--- config.mk ---
export PLATFORM = sky130hd
export DESIGN_NAME = spfp_ctrl
export DESIGN_NICKNAME = d
export VERILOG_FILES = /design/src/hw/spfp_pkg.sv /design/src/hw/spfp_button.sv /design/src/hw/spfp_ctrl.sv
export SDC_FILE = /design/constraint.sdc
export NUM_CORES = 1
export LEC_CHECK = 0
export BUFFER_PORTS_ARGS = -buffer_cell sky130_fd_sc_hd__buf_2
export CAP_MARGIN = 30
export CELL_PAD_IN_SITES_DETAIL_PLACEMENT = 1
export CELL_PAD_IN_SITES_GLOBAL_PLACEMENT = 2
export CORE_UTILIZATION = 30
export CTS_CLUSTER_SIZE = 40
export DETAILED_ROUTE_END_ITERATION = 12
export MAX_ROUTING_LAYER = met4
export PLACE_DENSITY_LB_ADDON = 0.2
export SKIP_CTS_REPAIR_TIMING = 1
export SLEW_MARGIN = 20
export SYNTH_ARGS = -nofsm -noshare
export SYNTH_HDL_FRONTEND = slang
export SYNTH_SLANG_ARGS = --single-unit
--- constraint.sdc ---
create_clock -name mclk -period 7.5 [get_ports mclk]
set_clock_uncertainty 0.05 [all_clocks]
set_input_delay 1.5 -clock mclk [delete_from_list [all_inputs] [get_ports mclk]]
set_output_delay 1.5 -clock mclk [all_outputs]
set_load 0.03 [all_outputs]
--- src/hw/spfp_pkg.sv ---
package spfp_pkg;

	// ----------------------------------------
	// programming source decode
	// ----------------------------------------
	typedef enum logic [1:0] {
		SPFP_SRC_DIGITAL,
		SPFP_SRC_VOLTAGE,
		SPFP_SRC_RESIST,
		SPFP_SRC_ILLEGAL
	} spfp_src_e;

	// switch set positions within a parameter triple {resistive, aux, digital}
	localparam int SPFP_SW_RES_BIT = 2;
	localparam int SPFP_SW_AUX_BIT = 1;
	localparam int SPFP_SW_DIG_BIT = 0;
	localparam logic [2:0] SPFP_SW_DIGITAL = 3'h1;
	localparam logic [2:0] SPFP_SW_VOLTAGE = 3'h0;
	localparam logic [2:0] SPFP_SW_RESIST  = 3'h4;

	// ----------------------------------------
	// widths and reset values
	// ----------------------------------------
	localparam int         SPFP_SET_W        = 12;
	localparam logic [11:0] SPFP_SET_RESET   = 12'h000;
	localparam logic        SPFP_KNOB_RESET  = 1'b1;

	// ----------------------------------------
	// timing
	// ----------------------------------------
	localparam int SPFP_CLK_MHZ        = 100;
	localparam int SPFP_ERR_HOLD_MS    = 1000;
	localparam int SPFP_ERR_HOLD_CYC   = SPFP_ERR_HOLD_MS * 1000 * SPFP_CLK_MHZ;
	localparam int SPFP_DEB_US         = 10;
	localparam int SPFP_DEB_CYC        = SPFP_DEB_US * SPFP_CLK_MHZ;

	// ----------------------------------------
	// carriers
	// ----------------------------------------
	typedef struct packed {
		logic remote_disable;
		logic overvoltage_trip;
		logic heat_trip;
		logic mains_bad;
		logic external_shutoff_input;
	} spfp_trip_s;

	typedef struct packed {
		logic voltage_regulation_mode;
		logic current_regulation_mode;
		logic power_limit;
	} spfp_mode_s;

	typedef struct packed {
		logic disabled;
		logic high_voltage_lamp;
		logic heat_lamp;
		logic guard_trip_lamp;
		logic guard_enabled_lamp;
		logic error_lamp;
		logic voltage_knob_lamp;
		logic current_knob_lamp;
		logic power_limit_lamp;
		logic volt_reg_lamp;
		logic curr_reg_lamp;
	} spfp_lamp_s;

endpackage

--- src/hw/spfp_button.sv ---
`timescale 1ns/1ps
// debounce one synchronised button and pulse once per press
module spfp_button #(
	parameter int DEB_CYC = 1000
) (
	input  wire logic mclk,
	input  wire logic rst_n,
	input  wire logic level_in,
	output logic      press
);

	logic [$clog2(DEB_CYC+1)-1:0] cnt_reg;
	logic                         state_reg;
	logic                         press_reg;
	wire                          differs = level_in != state_reg;
	wire                          settled = cnt_reg == ($clog2(DEB_CYC+1))'(DEB_CYC - 1);

	always_ff @(posedge mclk or negedge rst_n) begin
		if (!rst_n) begin
			cnt_reg   <= '0;
			state_reg <= 1'b0;
			press_reg <= 1'b0;
		end else begin
			press_reg <= 1'b0;
			if (!differs) begin
				cnt_reg <= '0;
			end else if (settled) begin
				cnt_reg   <= '0;
				state_reg <= level_in;
				press_reg <= level_in;
			end else begin
				cnt_reg <= cnt_reg + 1'b1;
			end
		end
	end

	assign press = press_reg;

endmodule

--- src/hw/spfp_ctrl.sv ---
`timescale 1ns/1ps
// Behaviour
// - each parameter's three rear switches decode to digital, voltage or resistance source; any other setting decodes to illegal.
// - voltage and current sources are chosen independently, one active each.
// - factory switch setting means digital programming from bus or knob.
// - knob pulses raise or lower the setpoint the knob currently owns.
// - power limit lights limit lamp and darkens both regulation lamps.
// - any disable source zeroes output and lights disabled lamp.
// - overvoltage trip latches until power cycle or remote reset command.
// - heat trip disables output and clears itself when heat condition ends.
// - bad mains disables output only while it lasts, no latch.
// - enabled guard trips on change from protected mode to the other.
// - guard button while tripped clears trip, guard stays enabled.
// - otherwise guard button toggles guard on and off.
// - invalid command lights error and is discarded, settings kept.
// - knob limit error clears one second after last knob pulse.
// - power-up gives local control, zero setpoints, knob owns current.
// - knob-select press swaps knob owner and its lamps.
// - knob adjusts its parameter even when the other one limits.
// - holding show-limits displays setpoints instead of measured values.
// - remote control darkens parameter lamps and ignores knob pulses.
// - local guard enable outside both regulation modes lights error, refused.
module spfp_ctrl #(
	parameter int        SET_W        = spfp_pkg::SPFP_SET_W,
	parameter int        ERR_HOLD_CYC = spfp_pkg::SPFP_ERR_HOLD_CYC,
	parameter int        DEB_CYC      = spfp_pkg::SPFP_DEB_CYC,
	parameter logic [11:0] SET_MAX    = 12'hfff
) (
	input  wire logic                 mclk,
	input  wire logic                 nrst,
	input  wire logic [2:0]           volt_switches,
	input  wire logic [2:0]           curr_switches,
	input  wire logic                 knob_step,
	input  wire logic                 knob_up,
	input  wire logic                 knob_select_btn,
	input  wire logic                 guard_btn,
	input  wire logic                 show_limits_btn,
	input  wire spfp_pkg::spfp_mode_s reg_mode,
	input  wire logic                 overvolt_sense,
	input  wire logic                 heat_sense,
	input  wire logic                 mains_bad,
	input  wire logic                 external_shutoff_input,
	input  wire logic                 remote_control_flag,
	input  wire logic                 remote_disable,
	input  wire logic                 remote_overvolt_reset,
	input  wire logic                 remote_cmd_invalid,
	input  wire logic [SET_W-1:0]     meas_volt,
	input  wire logic [SET_W-1:0]     meas_curr,
	output spfp_pkg::spfp_src_e       volt_src,
	output spfp_pkg::spfp_src_e       curr_src,
	output logic [SET_W-1:0]          volt_setpoint,
	output logic [SET_W-1:0]          curr_setpoint,
	output logic [SET_W-1:0]          disp_volt,
	output logic [SET_W-1:0]          disp_curr,
	output logic                      output_enable,
	output spfp_pkg::spfp_lamp_s      lamps
);

	localparam int ECW = $clog2(ERR_HOLD_CYC + 1);

	// ----------------------------------------
	// reset release and input synchronisers
	// ----------------------------------------
	logic [1:0] rst_sync_reg;
	wire        rst_n = rst_sync_reg[1];

	always_ff @(posedge mclk or negedge nrst) begin
		if (!nrst) begin
			rst_sync_reg <= 2'h0;
		end else begin
			rst_sync_reg <= {rst_sync_reg[0], 1'b1};
		end
	end

	// switch, button, knob, sense and mode inputs pass two stages before logic reads them; remote and measurement inputs are used directly
	localparam int NSYNC = 18;
	logic [NSYNC-1:0] sync1_reg;
	logic [NSYNC-1:0] sync2_reg;
	wire  [NSYNC-1:0] raw_in = {volt_switches, curr_switches, knob_step, knob_up,
		knob_select_btn, guard_btn, show_limits_btn, overvolt_sense, heat_sense, mains_bad,
		external_shutoff_input, reg_mode};

	always_ff @(posedge mclk or negedge rst_n) begin
		if (!rst_n) begin
			sync1_reg <= '0;
			sync2_reg <= '0;
		end else begin
			sync1_reg <= raw_in;
			sync2_reg <= sync1_reg;
		end
	end

	wire [2:0]           s_vsw     = sync2_reg[17:15];
	wire [2:0]           s_csw     = sync2_reg[14:12];
	wire                 s_step    = sync2_reg[11];
	wire                 s_up      = sync2_reg[10];
	wire                 s_ksel    = sync2_reg[9];
	wire                 s_guard   = sync2_reg[8];
	wire                 s_show    = sync2_reg[7];
	wire                 s_overvolt = sync2_reg[6];
	wire                 s_heat    = sync2_reg[5];
	wire                 s_mains   = sync2_reg[4];
	wire                 s_ext     = sync2_reg[3];
	spfp_pkg::spfp_mode_s s_mode;
	assign s_mode = spfp_pkg::spfp_mode_s'(sync2_reg[2:0]);

	// ----------------------------------------
	// programming source decode
	// ----------------------------------------
	function automatic spfp_pkg::spfp_src_e spfp_decode(input logic [2:0] sw);
		spfp_pkg::spfp_src_e src;
		src = spfp_pkg::SPFP_SRC_ILLEGAL;
		if (sw == spfp_pkg::SPFP_SW_DIGITAL) src = spfp_pkg::SPFP_SRC_DIGITAL;
		if (sw == spfp_pkg::SPFP_SW_VOLTAGE) src = spfp_pkg::SPFP_SRC_VOLTAGE;
		if (sw == spfp_pkg::SPFP_SW_RESIST)  src = spfp_pkg::SPFP_SRC_RESIST;
		return src;
	endfunction

	spfp_pkg::spfp_src_e volt_src_next;
	spfp_pkg::spfp_src_e curr_src_next;
	assign volt_src_next = spfp_decode(s_vsw);
	assign curr_src_next = spfp_decode(s_csw);

	// ----------------------------------------
	// buttons and knob edge
	// ----------------------------------------
	logic ksel_press;
	logic guard_press;
	logic step_reg;

	spfp_button #(.DEB_CYC(DEB_CYC)) u_ksel (
		.mclk     (mclk),
		.rst_n    (rst_n),
		.level_in (s_ksel),
		.press    (ksel_press)
	);

	spfp_button #(.DEB_CYC(DEB_CYC)) u_guard (
		.mclk     (mclk),
		.rst_n    (rst_n),
		.level_in (s_guard),
		.press    (guard_press)
	);

	// knob_up shares the synchroniser with knob_step, so direction is settled at the edge
	wire knob_pulse = s_step && !step_reg && !remote_control_flag;

	// ----------------------------------------
	// knob ownership and setpoints
	// ----------------------------------------
	logic             knob_cur_reg;
	logic [SET_W-1:0] vset_reg;
	logic [SET_W-1:0] cset_reg;

	wire              knob_next = ksel_press ? !knob_cur_reg : knob_cur_reg;
	wire [SET_W-1:0]  own_set   = knob_cur_reg ? cset_reg : vset_reg;
	wire              at_top    = own_set == SET_MAX[SET_W-1:0];
	wire              at_bottom = own_set == '0;
	wire              knob_over = knob_pulse && (s_up ? at_top : at_bottom);
	wire              knob_ok   = knob_pulse && !knob_over;
	wire [SET_W-1:0]  stepped   = s_up ? own_set + 1'b1 : own_set - 1'b1;
	wire              own_dig   = knob_cur_reg ? (curr_src_next == spfp_pkg::SPFP_SRC_DIGITAL)
		: (volt_src_next == spfp_pkg::SPFP_SRC_DIGITAL);
	// the other parameter limiting does not matter here
	wire              do_step   = knob_ok && own_dig;
	wire [SET_W-1:0]  vset_next = (do_step && !knob_cur_reg) ? stepped : vset_reg;
	wire [SET_W-1:0]  cset_next = (do_step && knob_cur_reg) ? stepped : cset_reg;

	always_ff @(posedge mclk or negedge rst_n) begin
		if (!rst_n) begin
			step_reg     <= 1'b0;
			knob_cur_reg <= spfp_pkg::SPFP_KNOB_RESET;
			vset_reg     <= spfp_pkg::SPFP_SET_RESET;
			cset_reg     <= spfp_pkg::SPFP_SET_RESET;
		end else begin
			step_reg     <= s_step;
			knob_cur_reg <= knob_next;
			vset_reg     <= vset_next;
			cset_reg     <= cset_next;
		end
	end

	// ----------------------------------------
	// protection trips
	// ----------------------------------------
	logic overvolt_latch_reg;

	// the sense line wins over a remote clear, so an uncured fault stays latched
	wire overvolt_latch_next = s_overvolt
		|| (overvolt_latch_reg && !remote_overvolt_reset);

	always_ff @(posedge mclk or negedge rst_n) begin
		if (!rst_n) begin
			overvolt_latch_reg <= 1'b0;
		end else begin
			overvolt_latch_reg <= overvolt_latch_next;
		end
	end

	// ----------------------------------------
	// crossover guard
	// ----------------------------------------
	logic guard_en_reg;
	logic guard_trip_reg;
	logic guard_volt_reg;

	wire in_reg_mode   = s_mode.voltage_regulation_mode || s_mode.current_regulation_mode;
	wire guard_refuse  = guard_press && !guard_en_reg && !in_reg_mode;
	// the guard keeps the mode that was live when it was armed
	wire protected_lost = guard_volt_reg ? s_mode.current_regulation_mode
		: s_mode.voltage_regulation_mode;
	// a cleared trip fires again at once while the other mode persists
	wire guard_fire    = guard_en_reg && !guard_trip_reg && protected_lost;
	wire guard_clear   = guard_press && guard_trip_reg;
	wire guard_toggle  = guard_press && !guard_trip_reg && !guard_refuse;
	wire guard_en_next = guard_toggle ? !guard_en_reg : guard_en_reg;
	wire guard_trip_next = guard_fire || (guard_trip_reg && !guard_clear);
	wire guard_volt_next = (guard_toggle && !guard_en_reg) ? s_mode.voltage_regulation_mode
		: guard_volt_reg;

	always_ff @(posedge mclk or negedge rst_n) begin
		if (!rst_n) begin
			guard_en_reg   <= 1'b0;
			guard_trip_reg <= 1'b0;
			guard_volt_reg <= 1'b0;
		end else begin
			guard_en_reg   <= guard_en_next;
			guard_trip_reg <= guard_trip_next;
			guard_volt_reg <= guard_volt_next;
		end
	end

	// heat and mains follow their pins, so they clear without a latch
	spfp_pkg::spfp_trip_s trips;
	assign trips.remote_disable         = remote_disable;
	assign trips.overvoltage_trip       = overvolt_latch_reg;
	assign trips.heat_trip              = s_heat;
	assign trips.mains_bad              = s_mains;
	assign trips.external_shutoff_input = s_ext;
	wire any_disable = (|trips) || guard_trip_reg;

	// ----------------------------------------
	// error indicator
	// ----------------------------------------
	logic           err_reg;
	logic           err_knob_reg;
	logic [ECW-1:0] err_cnt_reg;

	// only a knob limit error times out; any other error holds until reset or until a later knob limit error times out
	wire err_set      = remote_cmd_invalid || guard_refuse;
	wire err_cnt_done = err_cnt_reg == ECW'(ERR_HOLD_CYC - 1);
	wire err_time_out = err_knob_reg && err_cnt_done && !knob_pulse;
	wire err_next     = err_set || knob_over || (err_reg && !err_time_out);
	wire err_knob_next = err_set ? 1'b0 : (knob_over ? 1'b1 : (err_time_out ? 1'b0
		: err_knob_reg));
	wire [ECW-1:0] err_cnt_next = (knob_pulse || !err_knob_reg) ? '0
		: err_cnt_reg + 1'b1;

	always_ff @(posedge mclk or negedge rst_n) begin
		if (!rst_n) begin
			err_reg      <= 1'b0;
			err_knob_reg <= 1'b0;
			err_cnt_reg  <= '0;
		end else begin
			err_reg      <= err_next;
			err_knob_reg <= err_knob_next;
			err_cnt_reg  <= err_cnt_next;
		end
	end

	// ----------------------------------------
	// outputs
	// ----------------------------------------
	spfp_pkg::spfp_lamp_s lamps_next;
	assign lamps_next.disabled           = any_disable;
	assign lamps_next.high_voltage_lamp  = overvolt_latch_reg;
	assign lamps_next.heat_lamp          = s_heat;
	assign lamps_next.guard_trip_lamp    = guard_trip_reg;
	assign lamps_next.guard_enabled_lamp = guard_en_reg;
	assign lamps_next.error_lamp         = err_reg;
	assign lamps_next.voltage_knob_lamp  = !knob_cur_reg && !remote_control_flag;
	assign lamps_next.current_knob_lamp  = knob_cur_reg && !remote_control_flag;
	assign lamps_next.power_limit_lamp   = s_mode.power_limit;
	assign lamps_next.volt_reg_lamp      = s_mode.voltage_regulation_mode && !s_mode.power_limit;
	assign lamps_next.curr_reg_lamp      = s_mode.current_regulation_mode && !s_mode.power_limit;

	always_ff @(posedge mclk or negedge rst_n) begin
		if (!rst_n) begin
			volt_src      <= spfp_pkg::SPFP_SRC_DIGITAL;
			curr_src      <= spfp_pkg::SPFP_SRC_DIGITAL;
			volt_setpoint <= spfp_pkg::SPFP_SET_RESET;
			curr_setpoint <= spfp_pkg::SPFP_SET_RESET;
			disp_volt     <= '0;
			disp_curr     <= '0;
			output_enable <= 1'b0;
			lamps         <= '0;
		end else begin
			volt_src      <= volt_src_next;
			curr_src      <= curr_src_next;
			// setpoints drop to zero, not only the enable
			volt_setpoint <= any_disable ? '0 : vset_reg;
			curr_setpoint <= any_disable ? '0 : cset_reg;
			disp_volt     <= s_show ? vset_reg : meas_volt;
			disp_curr     <= s_show ? cset_reg : meas_curr;
			output_enable <= !any_disable;
			lamps         <= lamps_next;
		end
	end

endmodule

==> out/qor.yml <==
dpl_cell_area_sq_um: 8460
setup_viol: 0
wire_per_inst_microns: 15.6
netlist_instances: 586
cp_cell_sequence: "mux2i_2 -> inv_1 -> fa_1 -> a21o_1 -> a221oi_1 -> o31ai_1 -> a21oi_1 -> xnor2_1 -> mux2_4"
grt-ovfl-total: 0
die-height_microns: 160
layout_commonest_cell: "dfrtp_1"
grt_pass1_vias: 5236
die_area_sq_um: 25600
post-place-ws_ns: 4.04
crit_slowest_cell: "dfstp_2"
setup_tns_ns: 0
peakVddDrop_uv: 120
hold_violations: 0
worst_pin_slew_ns: 0.931
cts_buffers: 17
p_per_area_nw_per_um2: 274
period_needed_ns: 3.45
grt_pass1_wl_microns: 27400
fmax_ghz: 0.290
regToRegSetupSlack_ns: 4.05
cts_tree: "built"
max-cap-violations: 0
fillers: 2652
maxSlewViolCount: 0
leakage_nw: 4.24
clk_latency_ns: 0.43
synth-edff-count: 0
rr_worst_depth: 9
drc: 0
gr-usage-all-layers_pct: 14.0
core_sq_um: 24400
io_buffers: 111
cts.sinks: 185
worst_slack_ns: 4.05
crit_required_ns: 7.76
syn-num-nets: 648
firstDrtPassIters: 4
antenna_found_initial: 2
hp-class: "reg2async"
cp_max_fo: 25
critPathCaptureType: "flip-flop"
synth_seq_cells: 185
cts_buffer_depth: 2
startpoint_type: "flip-flop"
syn2layout_area_growth_pct: 20.9
viasPerCell: 4.51
drive_gt1_share_pct: 29.6
final_cells: 1049
drt_iter0_drc: 234
fin_area_sq_um: 9050
hpwl_microns: 11800
clk_pin_slew_ns: 0.07
ys_types: 48
ys_seq_area_share_pct: 61.8
fp-row-count: 57
status: "complete, no violations"
slew_headroom_pct: 37.5
timing.rr.start: "knob_cur_reg"
ys.warnings.count: 0
placed_cells: 1014
ant_nets: 0
globalplace.congestion: 0.795
avgSynthCellArea_sq_um: 12.8
final_nets: 772
min_period_over_period_pct: 46.0
drt-total-wl_microns: 16300
crit_path_max_incr_delay_ns: 0.92
grt_max_degree: 71
initial_core_util_pct: 30.7
postSynth.asyncResetShare_pct: 100
r2r-end: "cset_reg[10]"
clockRootBuffer: "clkbuf_16"
ios: 112
layout_common_cells: "183 x dfrtp_1, 111 x buf_2, 58 x nor2_1"
crit_type: "reg2reg"
cp_data_arrival_time_ns: 3.71
rsz0062_at_grt: "false"
netlist_area_sq_um: 7490
vias: 4736
synth_ff_type: "dfrtp_1"
largest_reg_flops: 27
die_x_microns: 160
cts_max_level: 4
==> cell usage after synthesis (2+ instances only) <==
cell	n	share of area [%]
dfrtp_1	184	61
nor2_1	58	2.9
mux2_2	37	5.6
nand2_1	32	1.6
xor2_1	30	3.5
and2_1	24	2.0
xnor2_1	24	2.8
mux2_4	17	3.4
nand3_1	17	1.1
inv_1	16	0.80
a21oi_1	13	0.87
ha_1	13	2.2
nand4_1	13	1.1
clkbuf_1	9	0.45
nor3_1	9	0.60
and3_1	8	0.67
mux2i_1	8	1.1
a21o_1	7	0.70
o21ai_0	7	0.47
nand2b_1	6	0.50
nor2b_1	6	0.50
nor4_1	5	0.42
or3_1	5	0.42
buf_6	4	0.60
nor3b_1	4	0.40
and4_1	3	0.35
or4_1	3	0.30
and3_4	2	0.30
o211ai_1	2	0.20
or2_2	2	0.17
==> layer usage <==
layer  vias to the layer above  global-route usage [%]  share of wire (%)
met5                         -                       -                  0
met4                         0                    4.55               0.96
met3                         9                    3.17                3.9
met2                        93                    21.9                 48
met1                      2392                    18.0                 47
li1                       2242                       -                  -
==> critical path, delay by kind of cell (launching register included) <==
family	cells	cell delay (ns)
multiplexers	2	0.63
XOR/XNOR	1	0.11
buffers and inverters	1	0.12
adder cells (fa/ha/maj)	1	0.43
AO/OA/AOI/OAI	4	1.07
flip-flops	1	0.92
==> power by group <==
part / switching, mW / leakage, nW / internal (mW)
combinational: 0.286 / 1.58 / 0.215
sequential: 0.0650 / 2.38 / 1.07
clock: 0.411 / 0.280 / 0.441
total: 0.763 / 4.24 / 1.72
==> per-stage QoR <==
stage	power, mW	utilization (%)	hold slack, ns
detailed placement	1.66	34.7	0.225
finish	2.48	37.1	0.214
global route	2.63	37.1	0.257
global placement	1.64	34.4	0.215
floorplan	1.50	-	0.281
CTS	2.53	37.0	0.235
==> how the worst max path moves through the flow <==
stage / start / endpoint / slack (ns) / cells past startpoint
after global placement: remote_control_flag / err_knob_reg / 4.02 / 6
after global routing: knob_cur_reg / cset_reg[10] / 3.80 / 9
after floorplan: rst_sync_reg[1] / cset_reg[0] / 1.91 / 0
after detailed placement: knob_cur_reg / vset_reg[10] / 4.04 / 9
after CTS: knob_cur_reg / cset_reg[10] / 4.02 / 9
final: knob_cur_reg / cset_reg[10] / 4.05 / 9
==> final cells by class <==
class                   instances  area, sq um  share of cell area, %
diodes                          2         5.00                 0.0553
clock buffers                  18          429                   4.74
clock inverters                14          133                   1.47
inverters                      16         60.1                  0.663
multi-input cells             372         2720                   30.1
flip-flops and latches        185         4630                   51.2
well taps                     324          405                   4.48
repair buffers                118          663                   7.33
==> kinds of logic (layout without fill, tap and decap cells) <==
kind of cell	Yosys count	in the layout	share of synthesized area, %
AO/OA/AOI/OAI	40	40	3.51
XOR/XNOR	54	54	6.32
adder cells (fa/ha/maj)	14	14	2.44
buffers and inverters	29	166	1.85
flip-flops	185	185	61.8
multiplexers	63	63	10.2
other	1	3	0.0501
AND/OR/NAND/NOR	200	200	13.8
Power figures use the tool's default switching activity.
